File: src/common/dpacq_pkg.sv
// constants and carrier types for the loop acquisition/offset/clamp block
// assumes one loop channel, registers reached over apb at word index * 4
// Contract
// - control low nibble: freerun, holdover, first, no-output enables
// - all enables zero: every acquisition is a fast one
// - any enable set: fast if any enabled condition holds (or)
// - freerun enable: fast on closed-loop entry from freerun
// - holdover enable: fast on closed-loop entry from holdover
// - first enable: fast only while done status is zero
// - writing one to self-clearing bit clears done, re-arming first trigger
// - no-output enable: fast when no driven output toggles
// - restricted and no condition holds: normal acquisition
// - add 40-bit signed picosecond offset at feedback summing node
// - positive offset delays output edges, negative advances them
// - summing node also takes profile skew and delay compensation offsets
// - clamp always active; 24-bit limit resets to all ones
// - bound frequency to centre plus or minus limit times fs over 2^36
// - force open loop set: centre is freerun tuning word
// - history off or not valid: centre is loop filter output
// - history on and valid: centre is averaged history word
// - live clamp-active status bit while limiting
// - latched activated event on not-limiting to limiting
// - latched deactivated event on limiting to not-limiting
// - latched events stay set until cleared via event clear bits
// - sequencer active bit while running; done on completion, not timeout
package dpacq_pkg;
    localparam int TW_W = 48;
    localparam int OFS_W = 40;
    localparam int LIM_W = 24;
    localparam int LIM_SHIFT = 12;
    localparam logic [15:0] IDX_CLAMP_LIMIT = 16'h1006;
    localparam logic [15:0] IDX_TIME_SHIFT_LO = 16'h1015;
    localparam logic [15:0] IDX_TIME_SHIFT_HI = 16'h1016;
    localparam logic [15:0] IDX_EVENT_CLEAR = 16'h200B;
    localparam logic [15:0] IDX_MODE_CTRL = 16'h2105;
    localparam logic [15:0] IDX_TRIG_EN = 16'h2106;
    localparam logic [15:0] IDX_DONE_CLEAR = 16'h2107;
    localparam logic [15:0] IDX_LATCHED = 16'h3010;
    localparam logic [15:0] IDX_LIVE = 16'h3102;
    localparam logic [LIM_W-1:0] LIMIT_RESET = 24'hFFFFFF;
    localparam int BIT_FORCE_OPEN = 0;
    localparam int BIT_DONE_CLEAR = 3;
    localparam int BIT_CLAMP_ON = 6;
    localparam int BIT_CLAMP_OFF = 7;
    localparam int BIT_LIVE_CLAMP = 1;
    localparam int BIT_LIVE_ACTIVE = 4;
    localparam int BIT_LIVE_DONE = 5;
    typedef enum logic [1:0] {
        DPACQ_FROM_FREERUN,
        DPACQ_FROM_HOLDOVER,
        DPACQ_FROM_OTHER
    } dpacq_origin_t;
    typedef struct packed {
        logic start;
        dpacq_origin_t origin;
        logic outputs_idle;
    } dpacq_acq_req_t;
    typedef struct packed {
        logic running;
        logic finished;
        logic timed_out;
    } dpacq_seq_stat_t;
    typedef struct packed {
        logic [TW_W-1:0] freerun_word;
        logic [TW_W-1:0] filter_word;
        logic [TW_W-1:0] history_word;
        logic history_enabled;
        logic history_valid;
    } dpacq_tw_src_t;
endpackage

File: src/core/dpacq_core.sv
// acquisition trigger decision, feedback time shift, tuning word clamp
// assumes apb master per amba rules; sequencer and history are outside
`timescale 1ns/1ps
module dpacq_core #(
    parameter int TW_W = dpacq_pkg::TW_W
) (
    input wire logic ref_clk_in,
    input wire logic rst_in,
    input wire logic psel_in,
    input wire logic penable_in,
    input wire logic pwrite_in,
    input wire logic [17:0] paddr_in,
    input wire logic [31:0] pwdata_in,
    output logic [31:0] prdata_out,
    output logic pready_out,
    output logic pslverr_out,
    input wire dpacq_pkg::dpacq_acq_req_t acq_req_in,
    input wire dpacq_pkg::dpacq_seq_stat_t seq_stat_in,
    output logic fast_acq_out,
    output logic normal_acq_out,
    input wire logic signed [dpacq_pkg::OFS_W-1:0] skew_ofs_in,
    input wire logic signed [dpacq_pkg::OFS_W-1:0] comp_ofs_in,
    output logic signed [dpacq_pkg::OFS_W+1:0] fb_sum_out,
    input wire dpacq_pkg::dpacq_tw_src_t tw_src_in,
    input wire logic [TW_W-1:0] tw_in,
    output logic [TW_W-1:0] tw_out,
    output logic clamp_active_out
);
    localparam int OW = dpacq_pkg::OFS_W;
    localparam int LW = dpacq_pkg::LIM_W;

    logic [LW-1:0] clamp_limit;
    logic [OW-1:0] time_shift;
    logic [7:0] mode_ctrl;
    logic [3:0] trig_en;
    logic done;
    logic [1:0] events;
    logic clamping;
    logic [15:0] idx;
    logic wr;
    logic rd;
    logic mapped;

    function automatic logic is_mapped(input logic [15:0] i);
        case (i)
            dpacq_pkg::IDX_CLAMP_LIMIT, dpacq_pkg::IDX_TIME_SHIFT_LO,
            dpacq_pkg::IDX_TIME_SHIFT_HI, dpacq_pkg::IDX_EVENT_CLEAR,
            dpacq_pkg::IDX_MODE_CTRL, dpacq_pkg::IDX_TRIG_EN,
            dpacq_pkg::IDX_DONE_CLEAR, dpacq_pkg::IDX_LATCHED,
            dpacq_pkg::IDX_LIVE: is_mapped = 1'b1;
            default: is_mapped = 1'b0;
        endcase
    endfunction

    assign idx = paddr_in[17:2];
    assign mapped = is_mapped(idx);
    assign wr = psel_in && penable_in && pwrite_in && pready_out;
    assign rd = psel_in && !penable_in && !pwrite_in;

    // no wait state: ready rises in the first access cycle
    always_ff @(posedge ref_clk_in) begin
        if (rst_in) begin
            pready_out <= 1'b0;
            pslverr_out <= 1'b0;
        end else begin
            pready_out <= psel_in && !penable_in;
            pslverr_out <= psel_in && !penable_in && !mapped;
        end
    end

    ready_setup_a: assert property (
        @(posedge ref_clk_in) disable iff (rst_in)
        psel_in && !penable_in |=> pready_out)
        else $error("setup phase not answered");
    ready_pulse_a: assert property (
        @(posedge ref_clk_in) disable iff (rst_in)
        pready_out |=> !pready_out)
        else $error("ready held past one cycle");
    err_unmapped_a: assert property (
        @(posedge ref_clk_in) disable iff (rst_in)
        psel_in && !penable_in && !mapped |=> pslverr_out)
        else $error("unmapped index not refused");
    err_with_ready_a: assert property (
        @(posedge ref_clk_in) disable iff (rst_in)
        pslverr_out |-> pready_out)
        else $error("error without ready");

    // software-written configuration
    always_ff @(posedge ref_clk_in) begin
        if (rst_in) begin
            clamp_limit <= dpacq_pkg::LIMIT_RESET;
            time_shift <= '0;
            mode_ctrl <= 8'h00;
            trig_en <= 4'h0;
        end else if (wr && mapped) begin
            case (idx)
                dpacq_pkg::IDX_CLAMP_LIMIT: clamp_limit <= pwdata_in[LW-1:0];
                dpacq_pkg::IDX_TIME_SHIFT_LO: time_shift[31:0] <= pwdata_in;
                dpacq_pkg::IDX_TIME_SHIFT_HI:
                    time_shift[OW-1:32] <= pwdata_in[OW-33:0];
                dpacq_pkg::IDX_MODE_CTRL: mode_ctrl <= pwdata_in[7:0];
                dpacq_pkg::IDX_TRIG_EN: trig_en <= pwdata_in[3:0];
                default: ;
            endcase
        end
    end

    trig_write_a: assert property (
        @(posedge ref_clk_in) disable iff (rst_in)
        wr && idx == dpacq_pkg::IDX_TRIG_EN
        |=> trig_en == $past(pwdata_in[3:0]))
        else $error("trigger enables not stored");
    limit_write_a: assert property (
        @(posedge ref_clk_in) disable iff (rst_in)
        wr && idx == dpacq_pkg::IDX_CLAMP_LIMIT
        |=> clamp_limit == $past(pwdata_in[LW-1:0]))
        else $error("clamp limit not stored");

    always_ff @(posedge ref_clk_in) begin
        if (rst_in) begin
            prdata_out <= 32'h0;
        end else if (rd) begin
            case (idx)
                dpacq_pkg::IDX_CLAMP_LIMIT:
                    prdata_out <= {{(32-LW){1'b0}}, clamp_limit};
                dpacq_pkg::IDX_TIME_SHIFT_LO: prdata_out <= time_shift[31:0];
                dpacq_pkg::IDX_TIME_SHIFT_HI:
                    prdata_out <= {{(64-OW){1'b0}}, time_shift[OW-1:32]};
                dpacq_pkg::IDX_MODE_CTRL: prdata_out <= {24'h0, mode_ctrl};
                dpacq_pkg::IDX_TRIG_EN: prdata_out <= {28'h0, trig_en};
                dpacq_pkg::IDX_LATCHED: prdata_out <= {24'h0, events, 6'h0};
                dpacq_pkg::IDX_LIVE: prdata_out <= {26'h0, done,
                    seq_stat_in.running, 2'h0, clamping, 1'b0};
                default: prdata_out <= 32'h0;
            endcase
        end
    end

    live_clamp_a: assert property (
        @(posedge ref_clk_in) disable iff (rst_in)
        rd && idx == dpacq_pkg::IDX_LIVE
        |=> prdata_out[1] == $past(clamp_active_out))
        else $error("live clamp bit wrong");
    live_done_a: assert property (
        @(posedge ref_clk_in) disable iff (rst_in)
        rd && idx == dpacq_pkg::IDX_LIVE
        |=> prdata_out[5] == $past(done)
        && prdata_out[4] == $past(seq_stat_in.running))
        else $error("live sequencer bits wrong");

    // trigger decision, one cycle after the acquisition start
    logic cond_any;
    assign cond_any =
        (trig_en[0] && acq_req_in.origin == dpacq_pkg::DPACQ_FROM_FREERUN)
        || (trig_en[1] && acq_req_in.origin == dpacq_pkg::DPACQ_FROM_HOLDOVER)
        || (trig_en[2] && !done)
        || (trig_en[3] && acq_req_in.outputs_idle);

    always_ff @(posedge ref_clk_in) begin
        if (rst_in) begin
            fast_acq_out <= 1'b0;
            normal_acq_out <= 1'b0;
        end else begin
            fast_acq_out <= acq_req_in.start
                && (trig_en == 4'h0 || cond_any);
            normal_acq_out <= acq_req_in.start
                && trig_en != 4'h0 && !cond_any;
        end
    end

    free_fast_a: assert property (
        @(posedge ref_clk_in) disable iff (rst_in)
        acq_req_in.start && trig_en == 4'h0 |=> fast_acq_out)
        else $error("unrestricted acquisition not fast");
    normal_acq_a: assert property (
        @(posedge ref_clk_in) disable iff (rst_in)
        acq_req_in.start && trig_en != 4'h0 && !cond_any
        |=> normal_acq_out && !fast_acq_out)
        else $error("restricted acquisition not normal");
    first_acq_a: assert property (
        @(posedge ref_clk_in) disable iff (rst_in)
        acq_req_in.start && trig_en[2] && !done |=> fast_acq_out)
        else $error("first acquisition not fast");
    freerun_fast_a: assert property (
        @(posedge ref_clk_in) disable iff (rst_in)
        acq_req_in.start && trig_en[0]
        && acq_req_in.origin == dpacq_pkg::DPACQ_FROM_FREERUN
        |=> fast_acq_out)
        else $error("entry from freerun not fast");
    holdover_fast_a: assert property (
        @(posedge ref_clk_in) disable iff (rst_in)
        acq_req_in.start && trig_en[1]
        && acq_req_in.origin == dpacq_pkg::DPACQ_FROM_HOLDOVER
        |=> fast_acq_out)
        else $error("entry from holdover not fast");
    idle_fast_a: assert property (
        @(posedge ref_clk_in) disable iff (rst_in)
        acq_req_in.start && trig_en[3] && acq_req_in.outputs_idle
        |=> fast_acq_out)
        else $error("idle outputs not fast");
    any_cond_a: assert property (
        @(posedge ref_clk_in) disable iff (rst_in)
        acq_req_in.start && trig_en != 4'h0 && cond_any
        |=> fast_acq_out && !normal_acq_out)
        else $error("met condition not fast");
    one_kind_a: assert property (
        @(posedge ref_clk_in) disable iff (rst_in)
        !(fast_acq_out && normal_acq_out))
        else $error("fast and normal together");
    no_start_a: assert property (
        @(posedge ref_clk_in) disable iff (rst_in)
        !acq_req_in.start |=> !fast_acq_out && !normal_acq_out)
        else $error("acquisition without start");

    // done: set by completion (not timeout), set beats software clear
    always_ff @(posedge ref_clk_in) begin
        if (rst_in) begin
            done <= 1'b0;
        end else if (seq_stat_in.finished && !seq_stat_in.timed_out) begin
            done <= 1'b1;
        end else if (wr && idx == dpacq_pkg::IDX_DONE_CLEAR
                     && pwdata_in[dpacq_pkg::BIT_DONE_CLEAR]) begin
            done <= 1'b0;
        end
    end

    timeout_done_a: assert property (
        @(posedge ref_clk_in) disable iff (rst_in)
        !done && !(seq_stat_in.finished && !seq_stat_in.timed_out)
        |=> !done)
        else $error("done set without completion");
    done_set_a: assert property (
        @(posedge ref_clk_in) disable iff (rst_in)
        seq_stat_in.finished && !seq_stat_in.timed_out |=> done)
        else $error("completion not recorded");
    done_clear_a: assert property (
        @(posedge ref_clk_in) disable iff (rst_in)
        wr && idx == dpacq_pkg::IDX_DONE_CLEAR
        && pwdata_in[dpacq_pkg::BIT_DONE_CLEAR]
        && !(seq_stat_in.finished && !seq_stat_in.timed_out)
        |=> !done)
        else $error("done not cleared");

    // feedback summing node; positive shift delays output edges
    always_ff @(posedge ref_clk_in) begin
        if (rst_in) begin
            fb_sum_out <= '0;
        end else begin
            fb_sum_out <= (OW+2)'($signed(time_shift))
                + (OW+2)'(skew_ofs_in) + (OW+2)'(comp_ofs_in);
        end
    end

    shift_delay_a: assert property (
        @(posedge ref_clk_in) disable iff (rst_in)
        !time_shift[OW-1] && time_shift != '0
        && skew_ofs_in == '0 && comp_ofs_in == '0
        |=> fb_sum_out > 0)
        else $error("positive shift not a delay");
    shift_advance_a: assert property (
        @(posedge ref_clk_in) disable iff (rst_in)
        time_shift[OW-1] && skew_ofs_in == '0 && comp_ofs_in == '0
        |=> fb_sum_out < 0)
        else $error("negative shift not an advance");
    skew_join_a: assert property (
        @(posedge ref_clk_in) disable iff (rst_in)
        time_shift == '0 && comp_ofs_in == '0
        |=> fb_sum_out == $past(skew_ofs_in))
        else $error("skew offset not summed");

    // clamp centre selection and saturation
    logic [TW_W-1:0] centre;
    logic [TW_W:0] span;
    logic [TW_W+1:0] hi_b;
    logic signed [TW_W+1:0] lo_b;
    logic above;
    logic below;
    always_comb begin
        if (mode_ctrl[dpacq_pkg::BIT_FORCE_OPEN]) begin
            centre = tw_src_in.freerun_word;
        end else if (tw_src_in.history_enabled
                     && tw_src_in.history_valid) begin
            centre = tw_src_in.history_word;
        end else begin
            centre = tw_src_in.filter_word;
        end
    end
    // limit lsb is fs/2^36, i.e. tuning word lsb scaled by 2^LIM_SHIFT
    assign span = (TW_W+1)'({clamp_limit, {dpacq_pkg::LIM_SHIFT{1'b0}}});
    assign hi_b = {1'b0, centre} + {1'b0, span};
    assign lo_b = $signed({2'b00, centre}) - $signed({1'b0, span});
    assign above = {2'b00, tw_in} > hi_b;
    assign below = $signed({2'b00, tw_in}) < lo_b;
    assign clamping = clamp_active_out;

    always_ff @(posedge ref_clk_in) begin
        if (rst_in) begin
            tw_out <= '0;
            clamp_active_out <= 1'b0;
        end else begin
            if (above) begin
                tw_out <= hi_b[TW_W] ? '1 : hi_b[TW_W-1:0];
            end else if (below) begin
                tw_out <= lo_b[TW_W+1] ? '0 : lo_b[TW_W-1:0];
            end else begin
                tw_out <= tw_in;
            end
            clamp_active_out <= above || below;
        end
    end

    clamp_bound_a: assert property (
        @(posedge ref_clk_in) disable iff (rst_in)
        above |=> clamp_active_out && tw_out != $past(tw_in))
        else $error("word above bound passed through");
    clamp_below_a: assert property (
        @(posedge ref_clk_in) disable iff (rst_in)
        below |=> clamp_active_out && tw_out > $past(tw_in))
        else $error("word below bound passed through");
    clamp_pass_a: assert property (
        @(posedge ref_clk_in) disable iff (rst_in)
        !above && !below
        |=> !clamp_active_out && tw_out == $past(tw_in))
        else $error("word inside window altered");
    force_centre_a: assert property (
        @(posedge ref_clk_in) disable iff (rst_in)
        mode_ctrl[0] && tw_in == tw_src_in.freerun_word |=> !clamp_active_out)
        else $error("freerun centre not used");
    hist_centre_a: assert property (
        @(posedge ref_clk_in) disable iff (rst_in)
        !mode_ctrl[dpacq_pkg::BIT_FORCE_OPEN] && tw_src_in.history_enabled
        && tw_src_in.history_valid && tw_in == tw_src_in.history_word
        |=> !clamp_active_out)
        else $error("history centre not used");
    filt_centre_a: assert property (
        @(posedge ref_clk_in) disable iff (rst_in)
        !mode_ctrl[dpacq_pkg::BIT_FORCE_OPEN] && !tw_src_in.history_valid
        && tw_in == tw_src_in.filter_word |=> !clamp_active_out)
        else $error("filter centre not used");

    // latched transitions; set wins over clear
    logic prev_clamp;
    logic clr_on;
    logic clr_off;
    assign clr_on = wr && idx == dpacq_pkg::IDX_EVENT_CLEAR
        && pwdata_in[dpacq_pkg::BIT_CLAMP_ON];
    assign clr_off = wr && idx == dpacq_pkg::IDX_EVENT_CLEAR
        && pwdata_in[dpacq_pkg::BIT_CLAMP_OFF];
    always_ff @(posedge ref_clk_in) begin
        if (rst_in) begin
            prev_clamp <= 1'b0;
            events <= 2'b00;
        end else begin
            prev_clamp <= clamping;
            events[0] <= (clamping && !prev_clamp) || (events[0] && !clr_on);
            events[1] <= (!clamping && prev_clamp)
                || (events[1] && !clr_off);
        end
    end

    clamp_rise_a: assert property (
        @(posedge ref_clk_in) disable iff (rst_in)
        clamping && !$past(clamping) |=> events[0])
        else $error("clamp activation not latched");
    clamp_fall_a: assert property (
        @(posedge ref_clk_in) disable iff (rst_in)
        !clamping && $past(clamping) |=> events[1])
        else $error("clamp release not latched");
    event_hold_a: assert property (
        @(posedge ref_clk_in) disable iff (rst_in)
        events[0] && !clr_on |=> events[0])
        else $error("activated event lost without clear");
    off_hold_a: assert property (
        @(posedge ref_clk_in) disable iff (rst_in)
        events[1] && !clr_off |=> events[1])
        else $error("released event lost without clear");
    on_clear_a: assert property (
        @(posedge ref_clk_in) disable iff (rst_in)
        events[0] && clr_on && !(clamping && !$past(clamping))
        |=> !events[0])
        else $error("activated event not cleared");
    no_false_on_a: assert property (
        @(posedge ref_clk_in) disable iff (rst_in)
        !events[0] && !(clamping && !$past(clamping)) |=> !events[0])
        else $error("activated event without transition");
endmodule

File: config.mk
export PLATFORM = sky130hd
export DESIGN_NAME = dpacq_core
export DESIGN_NICKNAME = d
export VERILOG_FILES = /design/src/common/dpacq_pkg.sv /design/src/core/dpacq_core.sv
export SDC_FILE = /design/constraint.sdc
export NUM_CORES = 1
export LEC_CHECK = 0
export BUFFER_PORTS_ARGS = -buffer_cell sky130_fd_sc_hd__clkbuf_2
export CAP_MARGIN = 5
export CORE_ASPECT_RATIO = 0.6
export CORE_MARGIN = 2
export CORE_UTILIZATION = 54
export CTS_CLUSTER_DIAMETER = 80
export DETAILED_ROUTE_END_ITERATION = 10
export PLACE_DENSITY_LB_ADDON = 0.15
export SKIP_LAST_GASP = 1
export SLEW_MARGIN = 25
export SYNTH_ARGS = -nofsm -noshare
export SYNTH_HDL_FRONTEND = slang
export SYNTH_SLANG_ARGS = --single-unit
File: constraint.sdc
create_clock -name ref_clk_in -period 10.5 [get_ports ref_clk_in]
set_input_delay 1.05 -clock ref_clk_in [delete_from_list [all_inputs] [get_ports ref_clk_in]]
set_output_delay 1.05 -clock ref_clk_in [all_outputs]
set_load 0.05 [all_outputs]
==> results.json <==
{
  "setup_tns_ps": 0,
  "max_slew_margin_pct": 28.7,
  "synth_area_um2": 16600,
  "core_area_um2": 30200,
  "ctsRootBufferMaster": "clkbuf_16",
  "skew_ps": 23.4,
  "fp.dieH_um": 140,
  "grt_pass1_wl_um": 93500,
  "report.final.slew_viol_count": 0,
  "ys.warnings.count": 0,
  "synth_adder_area_share_pct": 18.1,
  "dr.first_iter.drc_count": 1933,
  "grt_max_degree": 88,
  "grt_pass1_vias": 16400,
  "worstSetupStartpoint": "tw_src_in[1]",
  "vias_per_cell": 6.10,
  "clock_latency_ps": 540,
  "tightest_slew_ps": 1060,
  "clk_path_buf_depth": 3,
  "finalCritPeriodShare_pct": 82.3,
  "synthSimpleGateAreaFrac_pct": 19.7,
  "io_buffers": 460,
  "row_count": 49,
  "synthTopCellsByArea": "dfxtp_1 (25%), ha_1 (13%), a21oi_1 (6.2%)",
  "cap_viol_max_count": 0,
  "fill_cells": 2642,
  "place_congestion": 0.972,
  "critical_path_class": "input port to register",
  "synth_top_family_by_area": "compound AO/OA/AOI/OAI gates",
  "path_clk_slew_ps": 70,
  "multi_input_area_um2": 11800,
  "postCtsSetupBuffers": 0,
  "wl_per_cell_um": 21.3,
  "cp-end-kind": "register",
  "muxShareOfSynthArea_pct": 3.14,
  "cts_hold_buffers": 0,
  "num_io_pins": 463,
  "ys_top_cells_by_count": "nand2_1 (225), a21oi_1 (207), dfxtp_1 (207)",
  "grt-ovfl-total": 0,
  "synth.largest_area_cell": "dfxtp_1",
  "powerDensity_nw_per_um2": 140,
  "synthArstFlopShare_pct": 0,
  "syn_to_final_growth_pct": 20.4,
  "fin_nets": 3016,
  "seq_area_um2": 4150,
  "synth.top_cell.area_share_pct": 24.9,
  "crit_path_start_kind": "input port",
  "synth_compound_gate_area_share_pct": 25.1,
  "fin_crit_ps": 8640,
  "clock-sinks": 207,
  "synth_flop_cell": "dfxtp_1",
  "cts_resized": 0,
  "htreeDepth": 1,
  "wirelength_um": 61600,
  "avgSynthCellArea_um2": 8.07,
  "dr.pass1.iters": 6,
  "antenna_left": 0,
  "cts_tree": "done",
  "drive_above_1_share_pct": 22.7,
  "cp.arrival_ps": 9020,
  "start_util_pct": 55.2,
  "grt_usage_pct": 36.8,
  "synth_cell_type_count": 80,
  "cts_made_buffers": 22,
  "die_area_um2": 32300,
  "ys_ff_latch": 207,
  "netlist_instances": 2063,
  "vias": 17600,
  "synth_xor_area_share_pct": 4.58,
  "die_w_um": 231,
  "path_max_fanout": 30,
  "dp.final_hpwl_um": 49300,
  "status": "finished clean",
  "worstPathRequired_ps": 10880,
  "post-route-util_pct": 66.4,
  "min_path_type": "register to register",
  "rr_startpoint": "mode_ctrl[0]$_SDFFE_PP0P_",
  "rsz0062_at_grt": "false",
  "worstHoldStart": "mode_ctrl[5]$_SDFFE_PP0P_",
  "hold_viol": 0,
  "seq_area_frac_synth_pct": 24.9,
  "irDropWorstVdd_uv": 112,
  "leakagePower_uw": 0.00934,
  "setup_viol": 0,
  "drc_errors": 0,
  "synth_fp_nets": 2614,
  "timing.fmax_ghz": 0.116,
  "synth_edf_count": 0,
  "antenna_found_initial": 3,
  "yosysMostFrequentCell": "nand2_1"
}
==> flip-flops by register name, indices dropped and copies added (netlist names) <==
register          cells
clamp_active_out      1
clamp_limit          24
done                  1
events                2
fast_acq_out          1
fb_sum_out           42
mode_ctrl             8
normal_acq_out        1
prdata_out           32
pready_out            1
prev_clamp            1
pslverr_out           1
time_shift           40
trig_en               4
tw_out               48
==> final cells by class <==
cell class,count,area share (%)
sequential,207,20.7
timing repair buffer,485,12.4
multi-input combinational,1673,58.9
tap,408,2.55
antenna,3,0.0375
clock inverter,11,0.850
clock buffer,28,3.12
inverter,76,1.42
==> path summary, 6_finish.rpt <==
kind,cells after the start,slack (ps),endpoint
hold reg to reg,2,450,mode_ctrl[5]$_SDFFE_PP0P_
setup / recovery,26,1860,tw_out[12]$_SDFF_PP0_
setup reg to reg,21,2750,tw_out[12]$_SDFF_PP0_
hold / removal,2,450,mode_ctrl[5]$_SDFFE_PP0P_
==> report_power, final <==
part | internal, uW | switching, uW
sequential | 852 | 24.5
combinational | 348 | 711
clock | 521 | 356
total | 1720 | 1090
==> worst max-delay path: stages <==
cell       delay, ps
clkbuf_2         440
nand2_2          430
buf_4            340
mux2i_1          160
o21ai_0          240
ha_1             310
inv_1             70
fa_1             200
o21bai_1         140
a2111oi_1        810
nor4b_1          150
a211o_1          350
a211oi_2         540
a21oi_1          270
o211ai_1         260
xnor2_1          180
ha_1             280
a21o_1           180
a21o_1           170
a221oi_1         540
or4b_1           500
o221ai_1         280
a41oi_1          150
a21oi_4          550
mux2i_1          320
nor2_1            60
==> cells by family (layout without fill, tap and decap cells) <==
family          Yosys count  after routing
buf+inv                 183            600
flops                   207            207
xor+xnor                 87             87
other cells               0              3
fa+ha+maj               215            215
compound gates          628            628
mux                      51             51
simple gates            692            692
==> placed cells by master (no fill, tap or decap), drive strengths merged, types with 9 or more instances in the layout <==
cell | Yosys | final
clkbuf | 73 | 487
a21boi | 13 | 13
nor3 | 50 | 50
a221oi | 26 | 26
o21ai | 100 | 100
buf | 34 | 26
nor2b | 26 | 26
ha | 172 | 172
a22oi | 9 | 9
a31oi | 15 | 15
xor2 | 24 | 24
o21bai | 18 | 18
nand4 | 33 | 33
a21o | 51 | 51
a2111oi | 10 | 10
fa | 43 | 43
nor2 | 178 | 178
dfxtp | 207 | 207
nor4 | 17 | 17
o31a | 22 | 22
xnor2 | 63 | 63
o211ai | 44 | 44
a211oi | 27 | 27
mux2i | 42 | 42
a21oi | 208 | 208
nand2b | 32 | 32
and3 | 15 | 15
inv | 75 | 75
mux2 | 9 | 9
or2 | 11 | 11
o31ai | 23 | 23
nand3 | 45 | 45
nand2 | 225 | 225
and2 | 25 | 25
==> metrics by stage <==
step / cells / worst slack (ps) / hold slack [ps] / area, um2 / power (uW)
finish: 2891 / 1860 / 453 / 20000 / 2810
global route: 2891 / 1520 / 465 / 20000 / 2930
CTS: 2888 / 2160 / 452 / 20000 / 2800
detailed placement: 2849 / 1630 / 445 / 19200 / 1930
global placement: 2849 / 1710 / 439 / 19200 / 1910
floorplan: 2063 / 2470 / 432 / 16600 / 1620
==> routing by layer <==
| metal | up-vias | part of all wire (%) | global-route usage (%) |
|---|---|---|---|
| li1 | 8304 | - | - |
| met1 | 8303 | 45 | 53.4 |
| met2 | 941 | 43 | 56.3 |
| met3 | 100 | 9.7 | 6.78 |
| met4 | 0 | 2.7 | 9.20 |
| met5 | - | 0 | 0 |
(Power assumes the default switching activity.)
